**config.mk**
```make
export PLATFORM = sky130hd
export DESIGN_NAME = mmdcfg_regs
export DESIGN_NICKNAME = d
export VERILOG_FILES = /design/src/core/mmdcfg_pkg.sv /design/src/core/mmdcfg_regs.sv /design/src/core/mmdcfg_flp_decode.sv
export SDC_FILE = /design/constraint.sdc
export NUM_CORES = 1
export LEC_CHECK = 0
export ABC_AREA = 1
export BUFFER_PORTS_ARGS = -buffer_cell sky130_fd_sc_hd__buf_2
export CELL_PAD_IN_SITES_DETAIL_PLACEMENT = 1
export CELL_PAD_IN_SITES_GLOBAL_PLACEMENT = 1
export CORE_MARGIN = 1.5
export CORE_UTILIZATION = 35
export DETAILED_ROUTE_END_ITERATION = 7
export PLACE_DENSITY_LB_ADDON = 0.15
export REMOVE_ABC_BUFFERS = 1
export SETUP_SLACK_MARGIN = 0.5
export SLEW_MARGIN = 20
export SYNTH_ARGS = -nofsm -noshare
export SYNTH_HDL_FRONTEND = slang
export SYNTH_SLANG_ARGS = --single-unit
```
**constraint.sdc**
```tcl
create_clock -name core_clk -period 4.33 [get_ports core_clk]
set_input_delay 0.6495 -clock core_clk [delete_from_list [all_inputs] [get_ports core_clk]]
set_output_delay 0.6495 -clock core_clk [all_outputs]
set_load 0.01 [all_outputs]
```
**src/core/mmdcfg_pkg.sv**
```systemverilog
// Package: portal register constants, MMD layout and reset values
package mmdcfg_pkg;
    // Clause-22 portal register numbers
    localparam logic [4:0] PORTAL_CTRL = 5'h0D;
    localparam logic [4:0] PORTAL_DATA = 5'h0E;
    // Operation field of the access control portal
    localparam int OP_HI = 15;
    localparam int OP_LO = 14;
    localparam logic [1:0] OP_REG = 2'h0;
    localparam logic [1:0] OP_DATA = 2'h1;
    localparam logic [1:0] OP_DATA_INC_RW = 2'h2;
    localparam logic [1:0] OP_DATA_INC_W = 2'h3;
    // Device address field, bits 4:0
    localparam int DEVAD_HI = 4;
    // MMD device numbers
    localparam logic [4:0] DEV_AN = 5'h00;
    localparam logic [4:0] DEV_PMA = 5'h01;
    localparam logic [4:0] DEV_CMN = 5'h02;
    // MMD register numbers
    localparam logic [15:0] FLP_LO_ADDR = 16'h0003;
    localparam logic [15:0] FLP_HI_ADDR = 16'h0004;
    localparam logic [15:0] LINKUP_ADDR = 16'h005A;
    localparam logic [15:0] CMN_CTRL_ADDR = 16'h0000;
    // Reset values
    localparam logic [15:0] FLP_LO_RST = 16'h4000;
    localparam logic [15:0] FLP_HI_RST = 16'h0003;
    localparam logic [8:0] LINKUP_RST = 9'h108;
    localparam logic [15:0] CTRL_RST = 16'h0000;
    localparam logic [15:0] DATA_RST = 16'h0000;
    // Burst interval codes
    localparam logic [15:0] FLP_LO_8MS = 16'h4000;
    localparam logic [15:0] FLP_LO_16MS = 16'h1A80;
    localparam logic [15:0] FLP_HI_8MS = 16'h0003;
    localparam logic [15:0] FLP_HI_16MS = 16'h0006;
    // Common control field positions
    localparam int LED_OVR_BIT = 4;
    localparam int LED_STAT_BIT = 3;
    // Interval selection encoding
    localparam logic [1:0] IVL_8MS = 2'h0;
    localparam logic [1:0] IVL_16MS = 2'h1;
    localparam logic [1:0] IVL_RSVD = 2'h2;
endpackage

```
**src/core/mmdcfg_regs.sv**
```systemverilog
// MMD indirect configuration register bank behind the two portal registers
`timescale 1ns/1ps
`default_nettype none
// Summary of operation
// - Post-increment read returns then advances address
// - Operation field picks register or data modes
// - Low FLP code selects 8 or 16 ms
// - High FLP code selects 8 or 16 ms
// - Link-up time field, reset binary 100
// - Override bit selects LED style
// - Override bit always reads zero
// - Status bit takes written override value
// - Status bit starts from strap pin
module mmdcfg_regs
    import mmdcfg_pkg::*;
(
    input wire logic core_clk,
    input wire logic rstn,
    input wire logic regWrite,
    input wire logic regRead,
    input wire logic [4:0] regAddr,
    input wire logic [15:0] regWdata,
    output logic [15:0] regRdata,
    input wire logic ledStyleStrap,
    output logic ledStyleSelect,
    output logic [1:0] flpInterval,
    output logic [2:0] linkUpTime
);
    // ------------------------------------------------------------
    // Reset synchroniser
    // ------------------------------------------------------------
    logic rstMeta; // First stage
    logic rstSync; // Released reset
    always_ff @(posedge core_clk or negedge rstn) begin
        if (!rstn) begin
            rstMeta <= 1'b0;
            rstSync <= 1'b0;
        end else begin
            rstMeta <= 1'b1;
            rstSync <= rstMeta;
        end
    end

    // ------------------------------------------------------------
    // Register state
    // ------------------------------------------------------------
    logic [15:0] ctrl, next_ctrl; // Access control portal
    logic [15:0] mmdAddr, next_mmdAddr; // Indirect register address
    logic [15:0] flpLo, next_flpLo; // FLP timing low
    logic [15:0] flpHi, next_flpHi; // FLP timing high
    logic [8:0] linkUp, next_linkUp; // Link-up time register bits 8:0
    logic [15:0] cmnCtrl, next_cmnCtrl; // Common control RW bits
    logic ledStat, next_ledStat; // LED style status
    logic strapTaken, next_strapTaken; // Strap captured after release
    logic [15:0] rdata, next_rdata; // Registered read data

    // Indirect read mux
    function automatic logic [15:0] mmdRead(input logic [4:0] dev, input logic [15:0] ra,
            input logic [15:0] lo, input logic [15:0] hi, input logic [8:0] lu,
            input logic [15:0] cc, input logic st);
        logic [15:0] v;
        v = 16'h0000;
        if (dev == DEV_AN && ra == FLP_LO_ADDR) begin
            v = lo;
        end else if (dev == DEV_AN && ra == FLP_HI_ADDR) begin
            v = hi;
        end else if (dev == DEV_PMA && ra == LINKUP_ADDR) begin
            v = {7'h00, lu};
        end else if (dev == DEV_CMN && ra == CMN_CTRL_ADDR) begin
            v = cc;
            v[LED_OVR_BIT] = 1'b0;
            v[LED_STAT_BIT] = st;
        end
        return v;
    endfunction

    logic [1:0] op; // Operation mode
    logic [4:0] dev; // Selected device
    assign op = ctrl[OP_HI:OP_LO];
    assign dev = ctrl[DEVAD_HI:0];

    // ------------------------------------------------------------
    // Next-state logic
    // ------------------------------------------------------------
    always_comb begin
        next_ctrl = ctrl;
        next_mmdAddr = mmdAddr;
        next_flpLo = flpLo;
        next_flpHi = flpHi;
        next_linkUp = linkUp;
        next_cmnCtrl = cmnCtrl;
        next_ledStat = ledStat;
        next_strapTaken = 1'b1;
        next_rdata = rdata;
        // Strap sampled on the first clock after release
        if (!strapTaken) begin
            next_ledStat = ledStyleStrap;
        end
        if (regWrite && regAddr == PORTAL_CTRL) begin
            next_ctrl = regWdata;
        end else if (regWrite && regAddr == PORTAL_DATA) begin
            if (op == OP_REG) begin
                next_mmdAddr = regWdata;
            end else begin
                // Data write to the addressed register
                if (dev == DEV_AN && mmdAddr == FLP_LO_ADDR) begin
                    next_flpLo = regWdata;
                end else if (dev == DEV_AN && mmdAddr == FLP_HI_ADDR) begin
                    next_flpHi = regWdata;
                end else if (dev == DEV_PMA && mmdAddr == LINKUP_ADDR) begin
                    next_linkUp = regWdata[8:0];
                end else if (dev == DEV_CMN && mmdAddr == CMN_CTRL_ADDR) begin
                    next_cmnCtrl = regWdata;
                    next_cmnCtrl[LED_OVR_BIT] = 1'b0;
                    next_cmnCtrl[LED_STAT_BIT] = 1'b0;
                    next_ledStat = regWdata[LED_OVR_BIT];
                end
                if (op == OP_DATA_INC_RW || op == OP_DATA_INC_W) begin
                    next_mmdAddr = mmdAddr + 16'h0001;
                end
            end
        end else if (regRead && regAddr == PORTAL_CTRL) begin
            next_rdata = ctrl;
        end else if (regRead && regAddr == PORTAL_DATA) begin
            if (op == OP_REG) begin
                next_rdata = mmdAddr;
            end else begin
                next_rdata = mmdRead(dev, mmdAddr, flpLo, flpHi, linkUp, cmnCtrl, ledStat);
                if (op == OP_DATA_INC_RW) begin
                    next_mmdAddr = mmdAddr + 16'h0001;
                end
            end
        end else if (regRead) begin
            // Other clause-22 numbers belong elsewhere
            next_rdata = 16'h0000;
        end
    end

    // Register update
    always_ff @(posedge core_clk or negedge rstSync) begin
        if (!rstSync) begin
            ctrl <= CTRL_RST;
            mmdAddr <= DATA_RST;
            flpLo <= FLP_LO_RST;
            flpHi <= FLP_HI_RST;
            linkUp <= LINKUP_RST;
            cmnCtrl <= 16'h0000;
            ledStat <= 1'b0;
            strapTaken <= 1'b0;
            rdata <= 16'h0000;
        end else begin
            ctrl <= next_ctrl;
            mmdAddr <= next_mmdAddr;
            flpLo <= next_flpLo;
            flpHi <= next_flpHi;
            linkUp <= next_linkUp;
            cmnCtrl <= next_cmnCtrl;
            ledStat <= next_ledStat;
            strapTaken <= next_strapTaken;
            rdata <= next_rdata;
        end
    end

    // ------------------------------------------------------------
    // Outputs
    // ------------------------------------------------------------
    assign regRdata = rdata;
    assign ledStyleSelect = ledStat;
    assign linkUpTime = linkUp[3:1];

    // Interval decode
    mmdcfg_flp_decode uDecode (
        .flpLo(flpLo),
        .flpHi(flpHi),
        .interval(flpInterval)
    );

    // ------------------------------------------------------------
    // Assertions
    // ------------------------------------------------------------
    logic dataRd; // Data-mode portal read
    assign dataRd = regRead && !regWrite && regAddr == PORTAL_DATA && op != OP_REG;

    property p_incRead;
        @(posedge core_clk) disable iff (!rstSync)
        dataRd && op == OP_DATA_INC_RW |=> mmdAddr == $past(mmdAddr) + 16'h0001;
    endproperty
    a_incRead: assert property (p_incRead) else $error("address not advanced");

    property p_noIncRead;
        @(posedge core_clk) disable iff (!rstSync)
        dataRd && op != OP_DATA_INC_RW |=> $stable(mmdAddr);
    endproperty
    a_noIncRead: assert property (p_noIncRead) else $error("address moved on read");

    property p_flpReset;
        @(posedge core_clk) $rose(rstSync) |-> flpLo == FLP_LO_RST && flpHi == FLP_HI_RST
            && flpInterval == IVL_8MS;
    endproperty
    a_flpReset: assert property (p_flpReset) else $error("bad FLP reset");

    property p_flp16;
        @(posedge core_clk) disable iff (!rstSync)
        flpLo == FLP_LO_16MS && flpHi == FLP_HI_16MS |-> flpInterval == IVL_16MS;
    endproperty
    a_flp16: assert property (p_flp16) else $error("16 ms not decoded");

    property p_linkReset;
        @(posedge core_clk) $rose(rstSync) |-> linkUpTime == LINKUP_RST[3:1]
            && linkUp == LINKUP_RST;
    endproperty
    a_linkReset: assert property (p_linkReset) else $error("bad link-up reset");

    property p_ovrReadZero;
        @(posedge core_clk) disable iff (!rstSync)
        dataRd && dev == DEV_CMN && mmdAddr == CMN_CTRL_ADDR |=> regRdata[LED_OVR_BIT] == 1'b0;
    endproperty
    a_ovrReadZero: assert property (p_ovrReadZero) else $error("override read nonzero");

    property p_ovrStatus;
        @(posedge core_clk) disable iff (!rstSync)
        regWrite && regAddr == PORTAL_DATA && op != OP_REG && dev == DEV_CMN
            && mmdAddr == CMN_CTRL_ADDR |=> ledStyleSelect == $past(regWdata[LED_OVR_BIT]);
    endproperty
    a_ovrStatus: assert property (p_ovrStatus) else $error("status not updated");

    property p_strap;
        @(posedge core_clk) disable iff (!rstSync)
        !strapTaken |=> ledStyleSelect == $past(ledStyleStrap);
    endproperty
    a_strap: assert property (p_strap) else $error("strap not taken");

    c_incRead: cover property (@(posedge core_clk) disable iff (!rstSync)
        dataRd && op == OP_DATA_INC_RW ##2 dataRd ##2 dataRd);
    c_flp16: cover property (@(posedge core_clk) disable iff (!rstSync)
        flpInterval == IVL_16MS);
    c_ovr: cover property (@(posedge core_clk) disable iff (!rstSync) $changed(ledStyleSelect));
endmodule
`default_nettype wire

```
**src/core/mmdcfg_flp_decode.sv**
```systemverilog
// FLP burst timing code decoder
`timescale 1ns/1ps
`default_nettype none
module mmdcfg_flp_decode
    import mmdcfg_pkg::*;
(
    input wire logic [15:0] flpLo,
    input wire logic [15:0] flpHi,
    output logic [1:0] interval
);
    // Decode of paired timing registers
    always_comb begin
        if (flpLo == FLP_LO_8MS && flpHi == FLP_HI_8MS) begin
            interval = IVL_8MS;
        end else if (flpLo == FLP_LO_16MS && flpHi == FLP_HI_16MS) begin
            interval = IVL_16MS;
        end else begin
            // Reserved or mixed codes
            interval = IVL_RSVD;
        end
    end
endmodule
`default_nettype wire

```
; ---- Word level (Yosys, flattened, before mapping)
; Cells that the tools add are included.
[op_classes]
n_reduce_logical = 23
n_addsub = 1
bitwise_logic = 6
eq_ne = 16
mux = 25
[op_table]
columns = cell, n
row1 = $mux 16, 15
row2 = $eq 16x2->1 const B, 2
row3 = $eq 16x3->1 const B, 2
row4 = $add 16x1->16 const B, 1
row5 = $eq 16x13->1 const B, 1
row6 = $eq 16x15->1 const B, 1
row7 = $eq 16x7->1 const B, 1
row8 = $logic_not 16->1, 1
row9 = $reduce_and 6->1, 2
row10 = $eq 5x4->1 const B, 2
row11 = $logic_and 1x1->1, 10
row12 = $mux 1, 8
row13 = $reduce_and 7->1, 1
row14 = $not 1->1, 6
row15 = $eq 5x1->1 const B, 1
row16 = $eq 5x2->1 const B, 1
row17 = $logic_not 5->1, 1
row18 = $reduce_and 5->1, 1
row19 = $eq 2x2->1 const B, 2
row20 = $mux 2, 2
row21 = $ne 2x2->1 const B, 2
row22 = $reduce_and 4->1, 1
row23 = $reduce_bool 2->1, 2
row24 = $ne 3x1->1 const B, 1
row25 = 4 further kinds, 4
[totals]
register_bits = 107
wordCells = 82
input_bits = 26
output_inout_bits = 22

; ---- Longest topological paths before layout
[depth]
depth_word = 9
depth_mapped = 12
depth_no_buf = 12

; ---- Hierarchy
; From an unflattened synthesis, not the netlist that was laid out.
[unflattened]
cells_unflattened = 736
hier_area_um2 = 5705.5
[modules_own_cells]
columns = mod, cells_per_inst, area_each_um2, seq_area_each_um2, instances
row1 = mmdcfg_regs, 686, 5517.8, 2683.8, 1
row2 = mmdcfg_flp_decode, 50, 187.7, 0.0, 1

; ---- Worst setup path after synthesis
; No wires, ideal clock.
[synth_path]
kind = input port to flip-flop
start = in regAddr[3]
end = reg mmdAddr[15]
t_arrival_ps = 1753
slack_ps = 2449
required_time_ps = 4202
n_path_buf = 1
setup_ps = 128
cell_stages = 8
path_cell_list = nand2_1 -> nor2_1 -> nand4_1 -> o21ai_0 -> nand2_1 -> clkinv_1 -> buf_2 -> a31oi_1
[synth_via]
elab_chain_cells = 4
elab_cells_between_ends = 14
cone_classes = eq/ne: 5 / mux: 1 / bitwise: 1 / reduce/logical: 7
[synth_rtl]
columns = item, line
row1 = start: declaration, mmdcfg_regs.sv:21  ; input wire logic [4:0] regAddr,
row2 = "$eq 5x4->1, on equally long branches", --
row3 = "$logic_and 1x1->1, on equally long branches", --
row4 = "$ne 3x1->1 (no line), or another cell as far along", --
row5 = $reduce_and 6->1 (no line), --
row6 = end signal: assignment, mmdcfg_regs.sv:153  ; mmdAddr <= next_mmdAddr;
row7 = end: declaration, mmdcfg_regs.sv:48  ; logic [15:0] mmdAddr, next_mmdAddr;
; Parallel ways exist; a longest one is shown, timed or not.
; A chain may end at the register's enable or synchronous reset.

; ---- Worst setup path in the final report
[layout_path]
start = in regAddr[2]
end = reg mmdAddr[3]
; The elaborated chain is that of the path after synthesis.

==> qor.yml <==
status: "completed"
power.internal_mw: 1.633
tightest_slew_ns: 0.8500
rsz0062_at_grt: "false"
ys.flop_type: "dfrtp_1"
p_switching_mw: 0.8165
path_buf_inv: 2
period_needed_ns: 2.794
synthCells: 745
initialDrtViolationCount: 258
finalHoldViolCount: 0
ys_async_sr_fraction_pct: 100.0
grt.total_usage_pct: 21.78
port_buffers: 47
syn_area_per_cell_um2: 7.811
synth-seq-cells: 107
yosys-top-cells-area: "dfrtp_1, nand2_1, o21ai_0, inv_1, a21oi_1"
die_w_um: 131.9
antenna_found_initial: 0
yosys.area.top_type_share_pct: 43.86
p_comb_share_pct: 18.4
synth_cell_types: 42
hpwlAfterDp_um: 13040
critPathCaptureType: "flip-flop"
worstPathCellList: "buf_2 > nand2_1 > nor2_1 > nand4_1 > o21ai_0 > nand2_1 > clkinv_1 > o211ai_1 > o21ai_0"
cts_resized: 0
ir_drop_mv: 0.2536
synth_top_family_by_area: "simple AND/OR/NAND/NOR gates"
fp-row-count: 46
final-instance-count-excl-fill: 997
post_cts_buffers: 0
path_delay_family: "simple AND/OR/NAND/NOR gates"
final_antenna_net_count: 0
critPathLaunchType: "input port"
boundaryPins: 48
finalNetCount: 805
hold_class: "in -> async"
yosys.area_share.xor_xnor_pct: 1.505
htreeDepth: 3
period_share_pct: 64.54
grt_pass1_wl_um: 29350
grt_pass1_vias: 5226
clock_skew_ns: 0.007638
syn-cell-area_um2: 5819
cp.arrival_ns: 3.06
synthMuxAreaShare_pct: 0.1935
n_fill_cell: 1995
dp_cells: 981
wl_per_cell_um: 18.31
rrSetupSlack_ns: 1.79
drcViolationCount: 0
synth_top_area_cell: "dfrtp_1"
leakage_nw: 3.095
p_clk_share_pct: 33.6
synth_sequential_area_ratio_pct: 46.12
start_util_pct: 36.24
setup_viol: 0
firstDrtPassIters: 4
hold_buffers: 0
ys.warnings.count: 0
clock-sinks: 107
max_freq_ghz: 0.3579
tritoncts: "yes"
viasPerCell: 5.162
antenna_cells: 0
seq_power_share_pct: 48.0
crit_path_top_delay_cell: "nand4_1"
synth_edf_count: 0
cts_buffer_depth: 2
cpPeakStageDelay_ns: 0.66
setup_tns_ns: 0
area_growth_pct: 10.84
die_height_um: 131.9
numCtsBuffers: 9
path_class: "in -> reg"
overflow: 0
crit_fanout: 19
drive_gt1_share_pct: 13.96
cp.required_ns: 4.60
synth_compound_area_share_pct: 15.74
dieArea_um2: 17410
vias: 5147
max-slew-margin-rel_pct: 43.16
clk_latency_ns: 0.36
switching_share_pct: 33.33
drt-total-wl_um: 18260
yosys.area_share.adder_pct: 0.6450
maxCapViolations: 0
path_clk_slew_ns: 0.07
gp_congestion: 0.8409
cts-root-buf: "clkbuf_16"
grt_max_degree: 59
slew_violations: 0
core_um2: 16060
yosys.area_share.simple_pct: 26.85
power.density_nw_per_um2: 379.8
-- cell usage in the layout, fill, tap and decap left out, types with 2 or more instances in the layout --
cell type   count
nor2_1         56
nand4_1        23
nand2_2         9
a21oi_1        54
clkinvlp_4      2
nand3_1        43
o211ai_1        2
nor2_2          5
clkbuf_16       9
nor2_8          2
nor4_1          3
xor2_1          8
inv_1          79
o21ai_1        35
buf_2          47
dfrtp_1       101
o21ai_2         6
nand3_4         4
dfstp_2         5
o21ai_0        66
inv_4           2
xnor2_1         2
a21boi_0        7
nor3_1          8
a31oi_1         2
ha_1            3
buf_4           4
nand2_1       174
conb_1          2
-- worst paths after layout --
| path | from | endpoint | cells past startpoint |
|---|---|---|---|
| min in group core_clk | rstMeta | rstSync | 0 |
| max | regAddr[2] | mmdAddr[3] | 9 |
| max in group asynchronous | rstSync | mmdAddr[10] | 1 |
| min | rstn | rstSync | 1 |
| min reg2reg | rstMeta | rstSync | 0 |
| max reg2reg | mmdAddr[10] | flpLo[8] | 7 |
-- power by group through the flow --
| stage | combinational (mW) | clock [mW] | sequential [mW] |
|---|---|---|---|
| floorplan | 0.297 | 0 | 1.18 |
| global placement | 0.436 | 0 | 1.19 |
| detailed placement | 0.452 | 0 | 1.20 |
| CTS | 0.457 | 0.848 | 1.18 |
| global route | 0.513 | 0.879 | 1.19 |
| finish | 0.451 | 0.824 | 1.18 |
-- state kept, by name, summed over array words and instances (netlist names) --
name	count
linkUp	9
strapTaken	1
mmdAddr	16
flpHi	16
regRdata	16
rstMeta	1
cmnCtrl	14
ctrl	16
rstSync	1
flpLo	16
ledStyleSelect	1
-- logic make-up (layout without fill, tap and decap cells) --
group	after synthesis	count (layout)
simple gates	335	335
compound gates	173	173
buf+inv	115	150
flops	107	107
xor+xnor	10	10
fa+ha+maj	3	3
other cells	1	2
mux	1	1
-- worst reg2reg max path, cell delays in order, from the launching register on --
cell and delay [ns]:
dfrtp_1 0.44, nor2_1 0.13, nand2_1 0.15, nor2_8 0.34, inv_4 0.11, nor2_8 0.31, nand3_2 0.58, o21ai_0 0.39
-- through the flow --
step / hold WS (ns) / setup slack (ns) / power, mW / utilization (%) / instance area, µm²
after floorplan: 0.3312 / 1.137 / 1.476 / - / 5623
after global placement: 0.3369 / 1.348 / 1.627 / 38.37 / 6162
after detailed placement: 0.3381 / 1.148 / 1.648 / 38.37 / 6162
after CTS: 0.04714 / 1.527 / 2.482 / 40.17 / 6450
after global routing: 0.05346 / 1.347 / 2.581 / 40.17 / 6450
final: 0.05943 / 1.536 / 2.450 / 40.17 / 6450
-- synth_stat cells (2+ instances only) --
master	number
xnor2_1	2
inv_1	79
nor3_1	8
dfstp_2	5
nand3_4	4
buf_4	7
nor2_8	2
a31oi_1	2
inv_4	2
ha_1	3
nand2_2	9
a21oi_1	54
o211ai_1	2
nand2_1	174
dfrtp_1	102
clkbuf_1	15
o21ai_1	35
nor4_1	3
a21boi_0	7
o21ai_2	6
buf_2	4
o21ai_0	66
nand4_1	23
nor2_2	5
buf_6	5
nand3_1	43
xor2_1	8
nor2_1	56
-- layer usage --
layer	routed length [µm]	vias up	part of all wire, %	track usage, %
met5	0	-	0	0
met4	294	0	1.6	5.864
met3	541	18	3.0	3.268
met2	9006	82	49	37.64
met1	8419	2548	46	28.40
li1	-	2499	-	-
-- cell type report --
| cell class | instances | area [µm²] | area share (%) |
|---|---|---|---|
| Sequential cell | 107 | 2688 | 41.67 |
| Multi-Input combinational cell | 524 | 2623 | 40.66 |
| Inverter | 83 | 316.6 | 4.908 |
| Tap cell | 216 | 270.3 | 4.190 |
| Timing Repair Buffer | 51 | 265.3 | 4.113 |
| Clock buffer | 10 | 239.0 | 3.705 |
| Clock inverter | 6 | 48.80 | 0.7565 |
Power figures use the tool's default switching activity.
